<file path="src/rtl/el_params.svh">
// Offsets, field positions, reset values and timing counts of the EL shift driver.
// Assumes a 25 MHz aclk and a 32-bit AXI4-Lite register slave with 8 address bits in use.
// Behaviour
// The row register is 32 stages and shifts its serial input on each falling shift clock edge.
// A row stage holding one turns its row output on, pulling that row low; a zero leaves it off.
// The row enable and strobe together gate all 32 row outputs on or off at once.
// The last row stage appears on the row serial output for chaining.
// The controller should walk a single one through the rows and time each row with the enable.
// The column register is 32 stages and shifts its serial input on each rising shift clock edge.
// A latched one turns its column output on, sourcing; a latched zero keeps it pulled low.
// The last column stage appears on the column serial output for cascading.
// A 32-bit holding latch keeps the shown column pattern steady while new data shifts in.
// A falling latch enable edge copies the column register into the latch, held until the next one.
// A low column enable forces all column outputs low; a high one lets them follow the latch.
// Each row output is its stage ANDed with enable and strobe, both taken as active high.
`ifndef EL_PARAMS_SVH
`define EL_PARAMS_SVH

// ====================================================================
// Register map
`define EL_CTRL_OFS 8'h00
`define EL_ROW_SHIFT_OFS 8'h04
`define EL_COL_DATA_OFS 8'h08
`define EL_STATUS_OFS 8'h0C
`define EL_ROW_STATE_OFS 8'h10
`define EL_COL_SHIFT_OFS 8'h14
`define EL_COL_LATCH_OFS 8'h18

// ====================================================================
// Control fields and reset value
`define EL_CTRL_ROW_SW 0
`define EL_CTRL_COL_SW 1
`define EL_CTRL_ROW_OE 2
`define EL_CTRL_ROW_STROBE 3
`define EL_CTRL_COL_OE 4
`define EL_CTRL_RST 5'h00

// ====================================================================
// Status fields
`define EL_STAT_BUSY 8

// ====================================================================
// Sizes and timing
`define EL_STAGES 32
`define EL_FIFO_DEPTH 16
`define EL_CLK_NS 40
`define EL_SHIFT_NS 200
`define EL_SHIFT_CYC ((`EL_SHIFT_NS + `EL_CLK_NS - 1) / `EL_CLK_NS)
`define EL_RESP_OKAY 2'h0
`define EL_RESP_SLVERR 2'h2

`endif

</file>
<file path="src/rtl/el_pkg.sv">
// Types shared by the EL shift driver files.
// Assumes el_params.svh supplies the sizes.
`include "el_params.svh"
package el_pkg;

	// ====================================================================
	// Pin groups from the scan controller
	typedef struct packed {
		logic sclk;
		logic sdin;
		logic oe;
		logic strobe;
	} row_pins_t;

	typedef struct packed {
		logic sclk;
		logic sdin;
		logic le;
		logic oe;
	} col_pins_t;

	typedef logic [`EL_STAGES-1:0] stage_vec_t;

	typedef enum logic [2:0] {
		ENG_IDLE = 3'b001,
		ENG_SHIFT = 3'b010,
		ENG_LATCH = 3'b100
	} eng_state_t;

endpackage

</file>
<file path="src/rtl/el_fifo.sv">
// Synchronous FIFO with valid and ready on both sides.
// Assumes one clock and a synchronous active-low reset.
`timescale 1ns/1ps
module el_fifo #(
	parameter int WIDTH = 32,
	parameter int DEPTH = 16
) (
	// Clock and reset
	input wire logic aclk,
	input wire logic aresetn,
	// Fill side
	input wire logic in_valid,
	output logic in_ready,
	input wire logic [WIDTH-1:0] in_data,
	// Drain side
	output logic out_valid,
	input wire logic out_ready,
	output logic [WIDTH-1:0] out_data,
	// Fill level
	output logic [$clog2(DEPTH):0] count
);
	localparam int AW = $clog2(DEPTH);

	logic [WIDTH-1:0] mem [DEPTH];
	logic [AW-1:0] wr_ptr_r;
	logic [AW-1:0] rd_ptr_r;
	logic [AW:0] count_r;
	logic push;
	logic pop;

	assign in_ready = (count_r != DEPTH[AW:0]);
	assign out_valid = (count_r != '0);
	assign out_data = mem[rd_ptr_r];
	assign count = count_r;
	assign push = in_valid && in_ready;
	assign pop = out_valid && out_ready;

	always_ff @(posedge aclk)
	begin
		if (push)
			mem[wr_ptr_r] <= in_data;
	end

	always_ff @(posedge aclk)
	begin
		if (!aresetn)
		begin
			wr_ptr_r <= '0;
			rd_ptr_r <= '0;
			count_r <= '0;
		end
		else
		begin
			if (push)
				wr_ptr_r <= wr_ptr_r + 1'b1;
			if (pop)
				rd_ptr_r <= rd_ptr_r + 1'b1;
			if (push && !pop)
				count_r <= count_r + 1'b1;
			else if (pop && !push)
				count_r <= count_r - 1'b1;
		end
	end
endmodule

</file>
<file path="src/rtl/el_row_column_shift_driver.sv">
// Row and column shift driver logic for an EL display, with an AXI4-Lite register slave.
// Assumes all pin inputs are synchronous to aclk; pin shift clocks are edge-detected on aclk.
`timescale 1ns/1ps
`include "el_params.svh"
module el_row_column_shift_driver
	import el_pkg::*;
(
	// Clock and reset
	input wire logic aclk,
	input wire logic aresetn,
	// AXI4-Lite write address
	input wire logic s_axi_awvalid,
	output logic s_axi_awready,
	input wire logic [7:0] s_axi_awaddr,
	// AXI4-Lite write data
	input wire logic s_axi_wvalid,
	output logic s_axi_wready,
	input wire logic [31:0] s_axi_wdata,
	input wire logic [3:0] s_axi_wstrb,
	// AXI4-Lite write response
	output logic s_axi_bvalid,
	input wire logic s_axi_bready,
	output logic [1:0] s_axi_bresp,
	// AXI4-Lite read address
	input wire logic s_axi_arvalid,
	output logic s_axi_arready,
	input wire logic [7:0] s_axi_araddr,
	// AXI4-Lite read data
	output logic s_axi_rvalid,
	input wire logic s_axi_rready,
	output logic [31:0] s_axi_rdata,
	output logic [1:0] s_axi_rresp,
	// Row driver pins
	input wire row_pins_t row_pins,
	output logic [`EL_STAGES-1:0] row_out_n,
	output logic row_sdout,
	// Column driver pins
	input wire col_pins_t col_pins,
	output logic [`EL_STAGES-1:0] col_out,
	output logic col_sdout
);

	// ====================================================================
	// Helpers
	function automatic logic fell(input logic prev, input logic cur);
		fell = prev && !cur;
	endfunction

	function automatic logic rose(input logic prev, input logic cur);
		rose = !prev && cur;
	endfunction

	function automatic logic mapped(input logic [7:0] addr);
		mapped = (addr == `EL_CTRL_OFS) || (addr == `EL_ROW_SHIFT_OFS) ||
			(addr == `EL_COL_DATA_OFS) || (addr == `EL_STATUS_OFS) ||
			(addr == `EL_ROW_STATE_OFS) || (addr == `EL_COL_SHIFT_OFS) ||
			(addr == `EL_COL_LATCH_OFS);
	endfunction

	localparam logic [3:0] SHIFT_LAST = 4'(`EL_SHIFT_CYC - 1);

	// ====================================================================
	// Declarations
	logic aw_held_r, w_held_r, awready_r, wready_r, bvalid_r, arready_r, rvalid_r, wr_ready_pair, wr_fire;
	logic [7:0] aw_addr_r;
	logic [31:0] w_data_r, rdata_r, eng_word_r, fifo_out_data;
	logic [4:0] ctrl_r, eng_cnt_r, fifo_count;
	logic [3:0] w_strb_r, div_cnt_r;
	logic [1:0] bresp_r, rresp_r;
	stage_vec_t row_sr_r, row_out_n_r, col_sr_r, col_latch_r, col_out_r;
	logic row_sw, row_prev_sclk_r, row_shift_en, row_bit, row_gate, tick_r;
	logic col_sw, col_prev_sclk_r, col_prev_le_r, col_shift_en, col_bit, col_latch_en, col_oe;
	logic fifo_in_valid, fifo_in_ready, fifo_out_valid, fifo_out_ready;
	eng_state_t eng_r;

	assign s_axi_awready = awready_r;
	assign s_axi_wready = wready_r;
	assign s_axi_bvalid = bvalid_r;
	assign s_axi_bresp = bresp_r;
	assign s_axi_arready = arready_r;
	assign s_axi_rvalid = rvalid_r;
	assign s_axi_rdata = rdata_r;
	assign s_axi_rresp = rresp_r;
	assign row_out_n = row_out_n_r;
	assign col_out = col_out_r;

	// ====================================================================
	// Write channel: address and data are taken in either order
	assign wr_ready_pair = aw_held_r && w_held_r && !bvalid_r;
	assign fifo_in_valid = wr_ready_pair && (aw_addr_r == `EL_COL_DATA_OFS);
	assign wr_fire = wr_ready_pair && ((aw_addr_r != `EL_COL_DATA_OFS) || fifo_in_ready);

	always_ff @(posedge aclk)
	begin
		if (!aresetn)
		begin
			aw_held_r <= 1'b0;
			awready_r <= 1'b1;
			aw_addr_r <= 8'h00;
		end
		else if (s_axi_awvalid && awready_r)
		begin
			aw_held_r <= 1'b1;
			awready_r <= 1'b0;
			aw_addr_r <= s_axi_awaddr;
		end
		else if (wr_fire)
		begin
			aw_held_r <= 1'b0;
			awready_r <= 1'b1;
		end
	end

	always_ff @(posedge aclk)
	begin
		if (!aresetn)
		begin
			w_held_r <= 1'b0;
			wready_r <= 1'b1;
			w_data_r <= 32'h00000000;
			w_strb_r <= 4'h0;
		end
		else if (s_axi_wvalid && wready_r)
		begin
			w_held_r <= 1'b1;
			wready_r <= 1'b0;
			w_data_r <= s_axi_wdata;
			w_strb_r <= s_axi_wstrb;
		end
		else if (wr_fire)
		begin
			w_held_r <= 1'b0;
			wready_r <= 1'b1;
		end
	end

	always_ff @(posedge aclk)
	begin
		if (!aresetn)
		begin
			bvalid_r <= 1'b0;
			bresp_r <= `EL_RESP_OKAY;
		end
		else if (wr_fire)
		begin
			bvalid_r <= 1'b1;
			bresp_r <= mapped(aw_addr_r) ? `EL_RESP_OKAY : `EL_RESP_SLVERR;
		end
		else if (s_axi_bready)
			bvalid_r <= 1'b0;
	end

	always_ff @(posedge aclk)
	begin
		if (!aresetn)
			ctrl_r <= `EL_CTRL_RST;
		else if (wr_fire && aw_addr_r == `EL_CTRL_OFS && w_strb_r[0])
			ctrl_r <= w_data_r[4:0];
	end

	assign row_sw = ctrl_r[`EL_CTRL_ROW_SW];
	assign col_sw = ctrl_r[`EL_CTRL_COL_SW];

	// ====================================================================
	// Read channel: data one cycle after the address is taken
	always_ff @(posedge aclk)
	begin
		if (!aresetn)
		begin
			arready_r <= 1'b1;
			rvalid_r <= 1'b0;
			rdata_r <= 32'h00000000;
			rresp_r <= `EL_RESP_OKAY;
		end
		else if (s_axi_arvalid && arready_r)
		begin
			arready_r <= 1'b0;
			rvalid_r <= 1'b1;
			rresp_r <= mapped(s_axi_araddr) ? `EL_RESP_OKAY : `EL_RESP_SLVERR;
			case (s_axi_araddr)
				`EL_CTRL_OFS: rdata_r <= {27'h0000000, ctrl_r};
				`EL_STATUS_OFS: rdata_r <= {23'h000000, eng_r != ENG_IDLE, 3'h0, fifo_count};
				`EL_ROW_STATE_OFS: rdata_r <= row_sr_r;
				`EL_COL_SHIFT_OFS: rdata_r <= col_sr_r;
				`EL_COL_LATCH_OFS: rdata_r <= col_latch_r;
				default: rdata_r <= 32'h00000000;
			endcase
		end
		else if (rvalid_r && s_axi_rready)
		begin
			rvalid_r <= 1'b0;
			arready_r <= 1'b1;
		end
	end

	// ====================================================================
	// Row driver
	always_ff @(posedge aclk)
	begin
		if (!aresetn)
			row_prev_sclk_r <= 1'b0;
		else
			row_prev_sclk_r <= row_pins.sclk;
	end

	// falling edge shift
	assign row_shift_en = row_sw ? (wr_fire && aw_addr_r == `EL_ROW_SHIFT_OFS) :
		fell(row_prev_sclk_r, row_pins.sclk);
	assign row_bit = row_sw ? w_data_r[0] : row_pins.sdin;
	// common gate
	assign row_gate = row_sw ? (ctrl_r[`EL_CTRL_ROW_OE] && ctrl_r[`EL_CTRL_ROW_STROBE]) :
		(row_pins.oe && row_pins.strobe);

	always_ff @(posedge aclk)
	begin
		if (!aresetn)
			row_sr_r <= '0;
		else if (row_shift_en)
			row_sr_r <= {row_sr_r[`EL_STAGES-2:0], row_bit};
	end

	always_ff @(posedge aclk)
	begin
		if (!aresetn)
			row_out_n_r <= '1;
		else
			// stage one pulls low
			row_out_n_r <= ~(row_sr_r & {`EL_STAGES{row_gate}});
	end

	// row chain output
	assign row_sdout = row_sr_r[`EL_STAGES-1];

	// ====================================================================
	// Software shift rate divider
	always_ff @(posedge aclk)
	begin
		if (!aresetn)
		begin
			div_cnt_r <= 4'h0;
			tick_r <= 1'b0;
		end
		else if (div_cnt_r == SHIFT_LAST)
		begin
			div_cnt_r <= 4'h0;
			tick_r <= 1'b1;
		end
		else
		begin
			div_cnt_r <= div_cnt_r + 4'h1;
			tick_r <= 1'b0;
		end
	end

	// ====================================================================
	// Column feed engine: FIFO words shifted out MSB first, then latched
	assign fifo_out_ready = col_sw && (eng_r == ENG_IDLE);

	always_ff @(posedge aclk)
	begin
		if (!aresetn)
		begin
			eng_r <= ENG_IDLE;
			eng_word_r <= 32'h00000000;
			eng_cnt_r <= 5'h00;
		end
		else
		begin
			case (eng_r)
				ENG_IDLE:
				begin
					if (fifo_out_valid && fifo_out_ready)
					begin
						eng_word_r <= fifo_out_data;
						eng_cnt_r <= 5'h00;
						eng_r <= ENG_SHIFT;
					end
				end
				ENG_SHIFT:
				begin
					if (tick_r)
					begin
						eng_word_r <= {eng_word_r[30:0], 1'b0};
						eng_cnt_r <= eng_cnt_r + 5'h01;
						if (eng_cnt_r == 5'h1F)
							eng_r <= ENG_LATCH;
					end
				end
				ENG_LATCH:
					eng_r <= ENG_IDLE;
				default:
					eng_r <= ENG_IDLE;
			endcase
		end
	end

	// ====================================================================
	// Column driver
	always_ff @(posedge aclk)
	begin
		if (!aresetn)
		begin
			col_prev_sclk_r <= 1'b0;
			col_prev_le_r <= 1'b0;
		end
		else
		begin
			col_prev_sclk_r <= col_pins.sclk;
			col_prev_le_r <= col_pins.le;
		end
	end

	// rising edge shift
	assign col_shift_en = col_sw ? (eng_r == ENG_SHIFT && tick_r) :
		rose(col_prev_sclk_r, col_pins.sclk);
	assign col_bit = col_sw ? eng_word_r[31] : col_pins.sdin;
	// latch on falling edge
	assign col_latch_en = col_sw ? (eng_r == ENG_LATCH) : fell(col_prev_le_r, col_pins.le);
	assign col_oe = col_sw ? ctrl_r[`EL_CTRL_COL_OE] : col_pins.oe;

	always_ff @(posedge aclk)
	begin
		if (!aresetn)
			col_sr_r <= '0;
		else if (col_shift_en)
			col_sr_r <= {col_sr_r[`EL_STAGES-2:0], col_bit};
	end

	always_ff @(posedge aclk)
	begin
		if (!aresetn)
			col_latch_r <= '0;
		// holding latch
		else if (col_latch_en)
			col_latch_r <= col_sr_r;
	end

	always_ff @(posedge aclk)
	begin
		if (!aresetn)
			col_out_r <= '0;
		else
			// enable forces low
			col_out_r <= col_oe ? col_latch_r : '0;
	end

	// column chain output
	assign col_sdout = col_sr_r[`EL_STAGES-1];

	// ====================================================================
	// Column data FIFO; a full FIFO holds the write response back
	el_fifo #(
		.WIDTH(32),
		.DEPTH(`EL_FIFO_DEPTH)
	) u_fifo (
		.aclk(aclk),
		.aresetn(aresetn),
		.in_valid(fifo_in_valid),
		.in_ready(fifo_in_ready),
		.in_data(w_data_r),
		.out_valid(fifo_out_valid),
		.out_ready(fifo_out_ready),
		.out_data(fifo_out_data),
		.count(fifo_count)
	);
endmodule

</file>
<file path="config.mk">
export PLATFORM = sky130hd
export DESIGN_NAME = el_row_column_shift_driver
export DESIGN_NICKNAME = d
export VERILOG_FILES = /design/src/rtl/el_pkg.sv /design/src/rtl/el_fifo.sv /design/src/rtl/el_row_column_shift_driver.sv
export VERILOG_INCLUDE_DIRS = /design/src /design/src/rtl
export SDC_FILE = /design/constraint.sdc
export NUM_CORES = 1
export LEC_CHECK = 0
export ABC_AREA = 0
export BUFFER_PORTS_ARGS = -buffer_cell sky130_fd_sc_hd__buf_2
export CAP_MARGIN = 20
export CORE_UTILIZATION = 35
export DETAILED_ROUTE_END_ITERATION = 8
export GPL_ROUTABILITY_DRIVEN = 1
export REMOVE_ABC_BUFFERS = 1
export SLEW_MARGIN = 20
export SYNTH_ARGS = -nofsm -noshare
export SYNTH_HDL_FRONTEND = slang
export SYNTH_SLANG_ARGS = --single-unit
</file>
<file path="constraint.sdc">
create_clock -name aclk -period 4 [get_ports aclk]
set_input_delay 0.2 -clock aclk [delete_from_list [all_inputs] [get_ports aclk]]
set_output_delay 0.2 -clock aclk [all_outputs]
set_load 0.005 [all_outputs]
</file>
==> run_summary.xml, run 1 <==
<?xml version="1.0" encoding="UTF-8"?>
<metrics>
  <group name="routing">
    <metric name="drt-wirelength-per-cell" unit="um">19.95</metric>
    <metric name="drt_drc_violations_left" unit="">0</metric>
    <metric name="detail-route-antenna-nets" unit="">0</metric>
    <metric name="detail_route.iter0.violations" unit="">1235</metric>
    <metric name="drt_via_density" unit="">5.026</metric>
    <metric name="routed_wl" unit="um">71830</metric>
    <metric name="detail_route.first_pass.iterations" unit="">7</metric>
    <metric name="vias" unit="">18093</metric>
  </group>
  <group name="yosys">
    <metric name="post_synthesis_register_bit_count" unit="">824</metric>
    <metric name="synth-async-reset-ratio" unit="%">0</metric>
    <metric name="ys_warn_count" unit="">0</metric>
    <metric name="synth_edf_count" unit="">512</metric>
    <metric name="postSynth.topFlopCell" unit="">sky130_fd_sc_hd__edfxtp_1</metric>
    <metric name="synth_top_area_share" unit="%">48.87</metric>
    <metric name="post_synth.cell_area_avg" unit="um^2">14.71</metric>
    <metric name="synth_cells" unit="">2139</metric>
    <metric name="synthDistinctLibCells" unit="">56</metric>
    <metric name="yosysSeqAreaShare" unit="%">68.72</metric>
    <metric name="ys_top_cells_by_area" unit="">sky130_fd_sc_hd__edfxtp_1, sky130_fd_sc_hd__dfxtp_1, sky130_fd_sc_hd__mux4_2, sky130_fd_sc_hd__nand2_1, sky130_fd_sc_hd__mux2i_1</metric>
    <metric name="synth_top_area_cell" unit="">sky130_fd_sc_hd__edfxtp_1</metric>
    <metric name="post_synth_instance_area" unit="mm^2">0.03146</metric>
  </group>
  <group name="place">
    <metric name="placedCellCount" unit="">3386</metric>
    <metric name="port_buffers" unit="">168</metric>
    <metric name="placedInstanceArea" unit="mm^2">0.03379</metric>
    <metric name="detailed_place_hpwl" unit="um">42320</metric>
    <metric name="dp_slack" unit="ns">0.7794</metric>
    <metric name="finalWeightedCongestion" unit="">0.8020</metric>
  </group>
  <group name="sta">
    <metric name="layout_min_cycle_time" unit="ns">3.241</metric>
    <metric name="fin_setup_tns" unit="ns">0</metric>
    <metric name="setup_viol" unit="">0</metric>
    <metric name="tightestPinTransition" unit="ns">0.8741</metric>
    <metric name="hold_viol_final" unit="">0</metric>
    <metric name="fmax" unit="MHz">308.6</metric>
    <metric name="hold-worst-slack" unit="ns">0.05173</metric>
    <metric name="grt_setup_unrepaired" unit="">false</metric>
    <metric name="layout_worst_path_cycle_share" unit="%">81.01</metric>
    <metric name="worst_slew_margin_rel" unit="%">41.72</metric>
    <metric name="setup_slack" unit="ns">0.7595</metric>
    <metric name="report.final.slew_viol_count" unit="">0</metric>
    <metric name="worst_clock_skew" unit="ns">0.03402</metric>
  </group>
  <group name="cts">
    <metric name="cts_inserted_buffers" unit="">85</metric>
    <metric name="htreeDepth" unit="">3</metric>
    <metric name="number_of_post_cts_setup_repair_buffers" unit="">0</metric>
    <metric name="insertion_delay" unit="ns">0.64</metric>
    <metric name="cts.sinks" unit="">824</metric>
    <metric name="cts.root.buffer_cell" unit="">sky130_fd_sc_hd__clkbuf_16</metric>
    <metric name="clk_transition_reported_paths" unit="ns">0.06</metric>
    <metric name="cts_tree" unit="">done</metric>
    <metric name="clock_tree_buf_depth" unit="">3</metric>
  </group>
  <group name="global_route">
    <metric name="grt_remaining_overflow" unit="">0</metric>
    <metric name="grt_first_pass_wirelength" unit="um">109400</metric>
    <metric name="grt_start_max_net_pins" unit="">96</metric>
    <metric name="grtUsageTotal" unit="%">15.75</metric>
    <metric name="first_global_vias" unit="">18471</metric>
    <metric name="antenna_found_initial" unit="">3</metric>
  </group>
  <group name="setup_path">
    <metric name="timing.critical_path.arrival" unit="ns">3.80</metric>
    <metric name="cp_max_fo" unit="">7</metric>
    <metric name="cpMaxStageDelayCell" unit="">sky130_fd_sc_hd__or4_1</metric>
    <metric name="worst_path_class_setup" unit="">reg2reg</metric>
    <metric name="cp_cell_sequence" unit="">or4_1 &gt; nor4_2 &gt; buf_4 &gt; and2_1 &gt; ha_1 &gt; inv_1 &gt; fa_1 &gt; a21o_1 &gt; a21oi_1 &gt; xnor2_1 &gt; or3_1 &gt; a21boi_0</metric>
    <metric name="timing.critical_path.buf_inv" unit="">2</metric>
    <metric name="timing.critical_path.to_type" unit="">register</metric>
    <metric name="critPathTopFamily" unit="">simple AND/OR/NAND/NOR gates</metric>
    <metric name="worst_path_largest_cell_delay" unit="ns">0.59</metric>
    <metric name="worst_setup_path_start_kind" unit="">register</metric>
    <metric name="timing.reg2reg.setup_slack" unit="ns">0.76</metric>
    <metric name="worst-endpoint-required" unit="ns">4.56</metric>
  </group>
  <group name="die">
    <metric name="height_of_the_die" unit="um">301.8</metric>
    <metric name="chipWidth" unit="um">301.8</metric>
    <metric name="cell_rows" unit="">109</metric>
    <metric name="io_pins" unit="">174</metric>
    <metric name="core_region_area" unit="mm^2">0.08865</metric>
    <metric name="die_area" unit="mm^2">0.09109</metric>
    <metric name="start_util" unit="%">35.49</metric>
  </group>
  <group name="job">
    <metric name="timing.max_cap.violations" unit="">0</metric>
  </group>
  <group name="layout">
    <metric name="postLayoutCellArea" unit="mm^2">0.03738</metric>
    <metric name="finish.cell_count_without_fillers" unit="">3600</metric>
    <metric name="fill_cells" unit="">8025</metric>
    <metric name="layout-area-overhead-vs-synth" unit="%">18.81</metric>
    <metric name="multi_input_area" unit="mm^2">0.009358</metric>
    <metric name="most_frequent_standard_cell_in_the_layout_excluding_fill_and_tap_cells" unit="">sky130_fd_sc_hd__edfxtp_1</metric>
    <metric name="sequential_cell_area" unit="mm^2">0.02163</metric>
    <metric name="final_util" unit="%">42.17</metric>
    <metric name="final_layout_size_suffix_gt1_share" unit="%">23.04</metric>
    <metric name="final_cell_mix" unit="">sky130_fd_sc_hd__edfxtp_1, sky130_fd_sc_hd__nand2_1, sky130_fd_sc_hd__dfxtp_1, sky130_fd_sc_hd__buf_2, sky130_fd_sc_hd__a21boi_0</metric>
    <metric name="finish.net_count" unit="">2444</metric>
    <metric name="n_antenna_cell" unit="">0</metric>
  </group>
  <group name="power_and_ir_drop">
    <metric name="totalPowerFinal" unit="mW">17.94</metric>
    <metric name="p_per_area" unit="mW/mm^2">480.1</metric>
    <metric name="vdd_drop_max" unit="mV">0.3017</metric>
    <metric name="power_leakage" unit="nW">12.73</metric>
  </group>
  <group name="worst_hold_path">
    <metric name="hold_class" unit="">in2reg</metric>
  </group>
  <group name="run_status">
    <metric name="status" unit="">finished, final reports clean</metric>
  </group>
</metrics>
## state kept, by name, summed over array words and instances (netlist names), 5 cells and up, named ones only
| name | flops |
|---|---|
| col_out | 32 |
| ctrl_r | 5 |
| eng_word_r | 32 |
| u_fifo.count | 5 |
| s_axi_rdata | 32 |
| row_sr_r | 32 |
| col_sr_r | 32 |
| row_out_n | 32 |
| u_fifo.mem | 512 |
| w_data_r | 32 |
| col_latch_r | 32 |
| aw_addr_r | 8 |
| eng_cnt_r | 5 |
## per-layer routing
layer	vias up	share of wire, %	global-route usage, %
li1	8362	-	-
met1	9165	44	20.84
met2	445	49	26.61
met3	117	4.7	2.126
met4	4	2.6	5.411
met5	-	0.032	0
## area by class of cell
class                   instances  area share [%]
clock buffers                 106           6.253
clock inverters                53           1.885
inverters                       7         0.07030
multi-input cells            1171           25.04
flip-flops and latches        824           57.87
well taps                    1165           3.900
repair buffers                274           4.984
## worst paths after layout
| kind | to | cells after the start | start |
|---|---|---|---|
| worst max-delay path | u_fifo.count[4] | 12 | aw_addr_r[1] |
| worst min-delay path | s_axi_rdata[8] | 3 | s_axi_araddr[4] |
| worst max register to register | u_fifo.count[4] | 12 | aw_addr_r[1] |
| worst min register to register | row_out_n[19] | 1 | row_sr_r[19] |
## repair_timing
item / in CTS / in global routing
gates resized for setup: 0 / 0
hold buffers: 55 / 0
endpoints found under the hold margin: 99 / 0
## worst register-to-register path, delay by kind of cell, from the launching register on
kind / cells / cell delay, ns
buf+inv: 2 / 0.28
compound gates: 3 / 0.50
xor+xnor: 1 / 0.09
simple gates: 4 / 1.33
fa+ha+maj: 2 / 0.65
flops: 1 / 0.31
## logic make-up (layout without fill, tap and decap cells)
kind of cell	after synthesis	in the layout	share of synthesized area, %
mux	235	235	12.53
fa+ha+maj	14	14	0.5806
compound gates	318	318	7.532
simple gates	591	591	8.280
xor+xnor	11	11	0.3062
buf+inv	145	440	2.036
flops	824	824	68.72
other cells	1	2	0.01192
## power by group
group	internal (mW)	switching [mW]	leakage (nW)
sequential	9.06	0.109	7.25
combinational	0.141	0.214	3.99
clock	5.05	3.37	1.49
total	14.2	3.69	12.7
## Yosys cell counts, drive strengths merged, types with 5 or more instances
library cell,count
ha,13
mux4,127
and2,53
a22oi,31
a221oi,5
nor2,24
a21boi,141
a21o,7
inv,7
a21oi,16
dfxtp,312
nor2b,13
nor3,6
nand3,8
nand2b,6
edfxtp,512
a211oi,6
nand2,425
a22o,26
clkbuf,88
mux2i,107
and3,37
buf,50
xnor2,8
nor3b,6
o21ai,73
No activity file was read; power rests on OpenSTA's default activity.
==> run 2: changes to the inputs <==
==> constraint.sdc (replaced) <==
create_clock -name aclk -period 2.7 [get_ports aclk]
set_input_delay 0.135 -clock aclk [delete_from_list [all_inputs] [get_ports aclk]]
set_output_delay 0.135 -clock aclk [all_outputs]
set_load 0.005 [all_outputs]
==> run_summary.xml, run 2 (synthesis results as in run 1) <==
<?xml version="1.0" encoding="UTF-8"?>
<metrics>
  <group name="sta">
    <metric name="tightestPinTransition" unit="ns">1.107</metric>
    <metric name="grt_setup_unrepaired" unit="">true</metric>
    <metric name="layout_worst_path_cycle_share" unit="%">98.91</metric>
    <metric name="setup_slack" unit="ns">0.02942</metric>
    <metric name="setup_viol" unit="">0</metric>
    <metric name="fin_setup_tns" unit="ns">0</metric>
    <metric name="report.final.slew_viol_count" unit="">0</metric>
    <metric name="worst_clock_skew" unit="ns">0.02451</metric>
    <metric name="fmax" unit="MHz">374.5</metric>
    <metric name="worst_slew_margin_rel" unit="%">26.11</metric>
    <metric name="hold_viol_final" unit="">0</metric>
    <metric name="layout_min_cycle_time" unit="ns">2.671</metric>
  </group>
  <group name="layout">
    <metric name="largest_register" unit="">u_fifo.mem</metric>
    <metric name="finish.net_count" unit="">2502</metric>
    <metric name="most_frequent_standard_cell_in_the_layout_excluding_fill_and_tap_cells" unit="">sky130_fd_sc_hd__edfxtp_1</metric>
    <metric name="final_util" unit="%">42.82</metric>
    <metric name="fill_cells" unit="">7925</metric>
    <metric name="finish.cell_count_without_fillers" unit="">3656</metric>
    <metric name="layout-area-overhead-vs-synth" unit="%">20.66</metric>
    <metric name="flip_flop_count_of_the_largest_register_all_copies_and_words_added" unit="">512</metric>
    <metric name="final_cell_mix" unit="">sky130_fd_sc_hd__edfxtp_1, sky130_fd_sc_hd__nand2_1, sky130_fd_sc_hd__dfxtp_1, sky130_fd_sc_hd__buf_2, sky130_fd_sc_hd__a21boi_0</metric>
    <metric name="final_layout_size_suffix_gt1_share" unit="%">23.57</metric>
  </group>
  <group name="cts">
    <metric name="clk_transition_reported_paths" unit="ns">0.06</metric>
    <metric name="cts.sinks" unit="">824</metric>
    <metric name="cts_inserted_buffers" unit="">86</metric>
    <metric name="htreeDepth" unit="">3</metric>
    <metric name="clock_tree_buf_depth" unit="">3</metric>
    <metric name="insertion_delay" unit="ns">0.63</metric>
    <metric name="cts.root.buffer_cell" unit="">sky130_fd_sc_hd__clkbuf_16</metric>
    <metric name="cts_tree" unit="">done</metric>
  </group>
  <group name="run_status">
    <metric name="status" unit="">finished, final reports clean</metric>
  </group>
  <group name="place">
    <metric name="finalWeightedCongestion" unit="">0.7950</metric>
    <metric name="placedCellCount" unit="">3428</metric>
    <metric name="port_buffers" unit="">168</metric>
    <metric name="detailed_place_hpwl" unit="um">45360</metric>
    <metric name="dp_slack" unit="ns">-0.2133</metric>
  </group>
  <group name="routing">
    <metric name="detail_route.iter0.violations" unit="">1284</metric>
    <metric name="drt_via_density" unit="">5.036</metric>
    <metric name="vias" unit="">18412</metric>
    <metric name="drt-wirelength-per-cell" unit="um">20.47</metric>
    <metric name="detail-route-antenna-nets" unit="">0</metric>
    <metric name="detail_route.first_pass.iterations" unit="">7</metric>
    <metric name="routed_wl" unit="um">74850</metric>
    <metric name="drt_drc_violations_left" unit="">0</metric>
  </group>
  <group name="global_route">
    <metric name="grt_start_max_net_pins" unit="">73</metric>
    <metric name="gr-usage-met3" unit="%">2.499</metric>
    <metric name="grtUsageTotal" unit="%">16.32</metric>
    <metric name="grt_first_pass_wirelength" unit="um">113700</metric>
    <metric name="grt_remaining_overflow" unit="">0</metric>
    <metric name="global_route.peak_usage_layer" unit="">met2</metric>
    <metric name="antenna_found_initial" unit="">0</metric>
    <metric name="first_global_vias" unit="">19082</metric>
    <metric name="groute.layer.met1.usage" unit="%">21.34</metric>
    <metric name="grtUsageMet2" unit="%">27.87</metric>
  </group>
  <group name="die">
    <metric name="io_pins" unit="">174</metric>
    <metric name="chipWidth" unit="um">301.8</metric>
    <metric name="die_area" unit="mm^2">0.09109</metric>
    <metric name="cell_rows" unit="">109</metric>
    <metric name="height_of_the_die" unit="um">301.8</metric>
    <metric name="core_region_area" unit="mm^2">0.08865</metric>
    <metric name="start_util" unit="%">35.49</metric>
  </group>
  <group name="setup_path">
    <metric name="cp_max_fo" unit="">4</metric>
    <metric name="worst-endpoint-required" unit="ns">3.26</metric>
    <metric name="timing.critical_path.to_type" unit="">register</metric>
    <metric name="timing.critical_path.arrival" unit="ns">3.23</metric>
    <metric name="worst_path_class_setup" unit="">reg2reg</metric>
    <metric name="worst_setup_path_start_kind" unit="">register</metric>
  </group>
  <group name="power_and_ir_drop">
    <metric name="power_leakage" unit="nW">12.99</metric>
    <metric name="vdd_drop_max" unit="mV">0.4936</metric>
    <metric name="p_per_area" unit="mW/mm^2">685.9</metric>
  </group>
  <group name="job">
    <metric name="timing.max_cap.violations" unit="">0</metric>
  </group>
  <group name="worst_hold_path">
    <metric name="hold_class" unit="">in2reg</metric>
  </group>
</metrics>
==> run 2: cell count changes in the layout (fill, tap and decap cells not counted), moves of 4 or more <==
cell,change
sky130_fd_sc_hd__buf_12,+23
sky130_fd_sc_hd__buf_4,+23
sky130_fd_sc_hd__clkinv_1,+15
sky130_fd_sc_hd__clkbuf_1,+11
sky130_fd_sc_hd__dlygate4sd3_1,+11
sky130_fd_sc_hd__clkinv_2,-10
sky130_fd_sc_hd__clkinv_4,-6
sky130_fd_sc_hd__bufinv_16,-4
==> run 2: timing repair <==
item | CTS | global route
cloned | 0 | 1
resized for setup | 11 | 3
endpoints found under the setup margin | 2 | 43
hold buffers | 66 | 0
buffers inserted | 2 | 1
pin swaps | 9 | 6
hold endpoints to repair | 65 | 0
==> run 2: layout make-up <==
| cell class | instances | area, um^2 | share of cell area (%) |
|---|---|---|---|
| inverter | 7 | 28.78 | 0.07580 |
| tap | 1165 | 1458 | 3.840 |
| antenna | 1 | 2.502 | 0.006592 |
| multi-input combinational | 1172 | 9407 | 24.78 |
| clock buffer | 115 | 2362 | 6.223 |
| sequential | 824 | 21630 | 56.99 |
| clock inverter | 42 | 480.5 | 1.266 |
| timing repair buffer | 330 | 2591 | 6.826 |
==> run 2: worst max-delay path: stages (launching register included) <==
cell and delay [ns]:
sky130_fd_sc_hd__dfxtp_2 0.32, sky130_fd_sc_hd__or4_4 0.55, sky130_fd_sc_hd__nor4_4 0.17, sky130_fd_sc_hd__and2_4 0.20, sky130_fd_sc_hd__ha_4 0.15, sky130_fd_sc_hd__inv_4 0.05
sky130_fd_sc_hd__fa_2 0.33, sky130_fd_sc_hd__a21o_1 0.18, sky130_fd_sc_hd__a21oi_2 0.15, sky130_fd_sc_hd__xnor2_1 0.09, sky130_fd_sc_hd__or3_1 0.31, sky130_fd_sc_hd__a21boi_1 0.11
==> run 2: routing by layer <==
metal | share of wire (%) | routed length, um
met2 | 50 | 37290
met5 | 0 | 0
met3 | 4.7 | 3487
met4 | 2.3 | 1692
met1 | 43 | 32380
==> run 2: worst paths after layout <==
path,from,end,slack (ns),cells past startpoint
hold reg to reg,row_sr_r[17],row_out_n[17],0.42,1
setup / recovery,aw_addr_r[1],u_fifo.count[4],0.03,11
setup reg to reg,aw_addr_r[1],u_fifo.count[4],0.03,11
hold / removal,s_axi_araddr[6],s_axi_rdata[8],0.09,5
==> run 2: per-stage QoR <==
stage | total power [mW] | hold WS [ns] | cell area [um^2]
floorplan | 14.00 | 0.1969 | 30850
global placement | 14.32 | 0.3681 | 34380
detailed placement | 14.34 | 0.3741 | 34380
CTS | 26.28 | 0.06211 | 37940
global route | 26.82 | 0.09487 | 37960
finish | 26.04 | 0.09457 | 37960
==> run 2: power breakdown <==
group | internal [mW] | switching, mW
Clock | 7.02 | 4.86
Combinational | 0.242 | 0.316
Sequential | 13.4 | 0.176
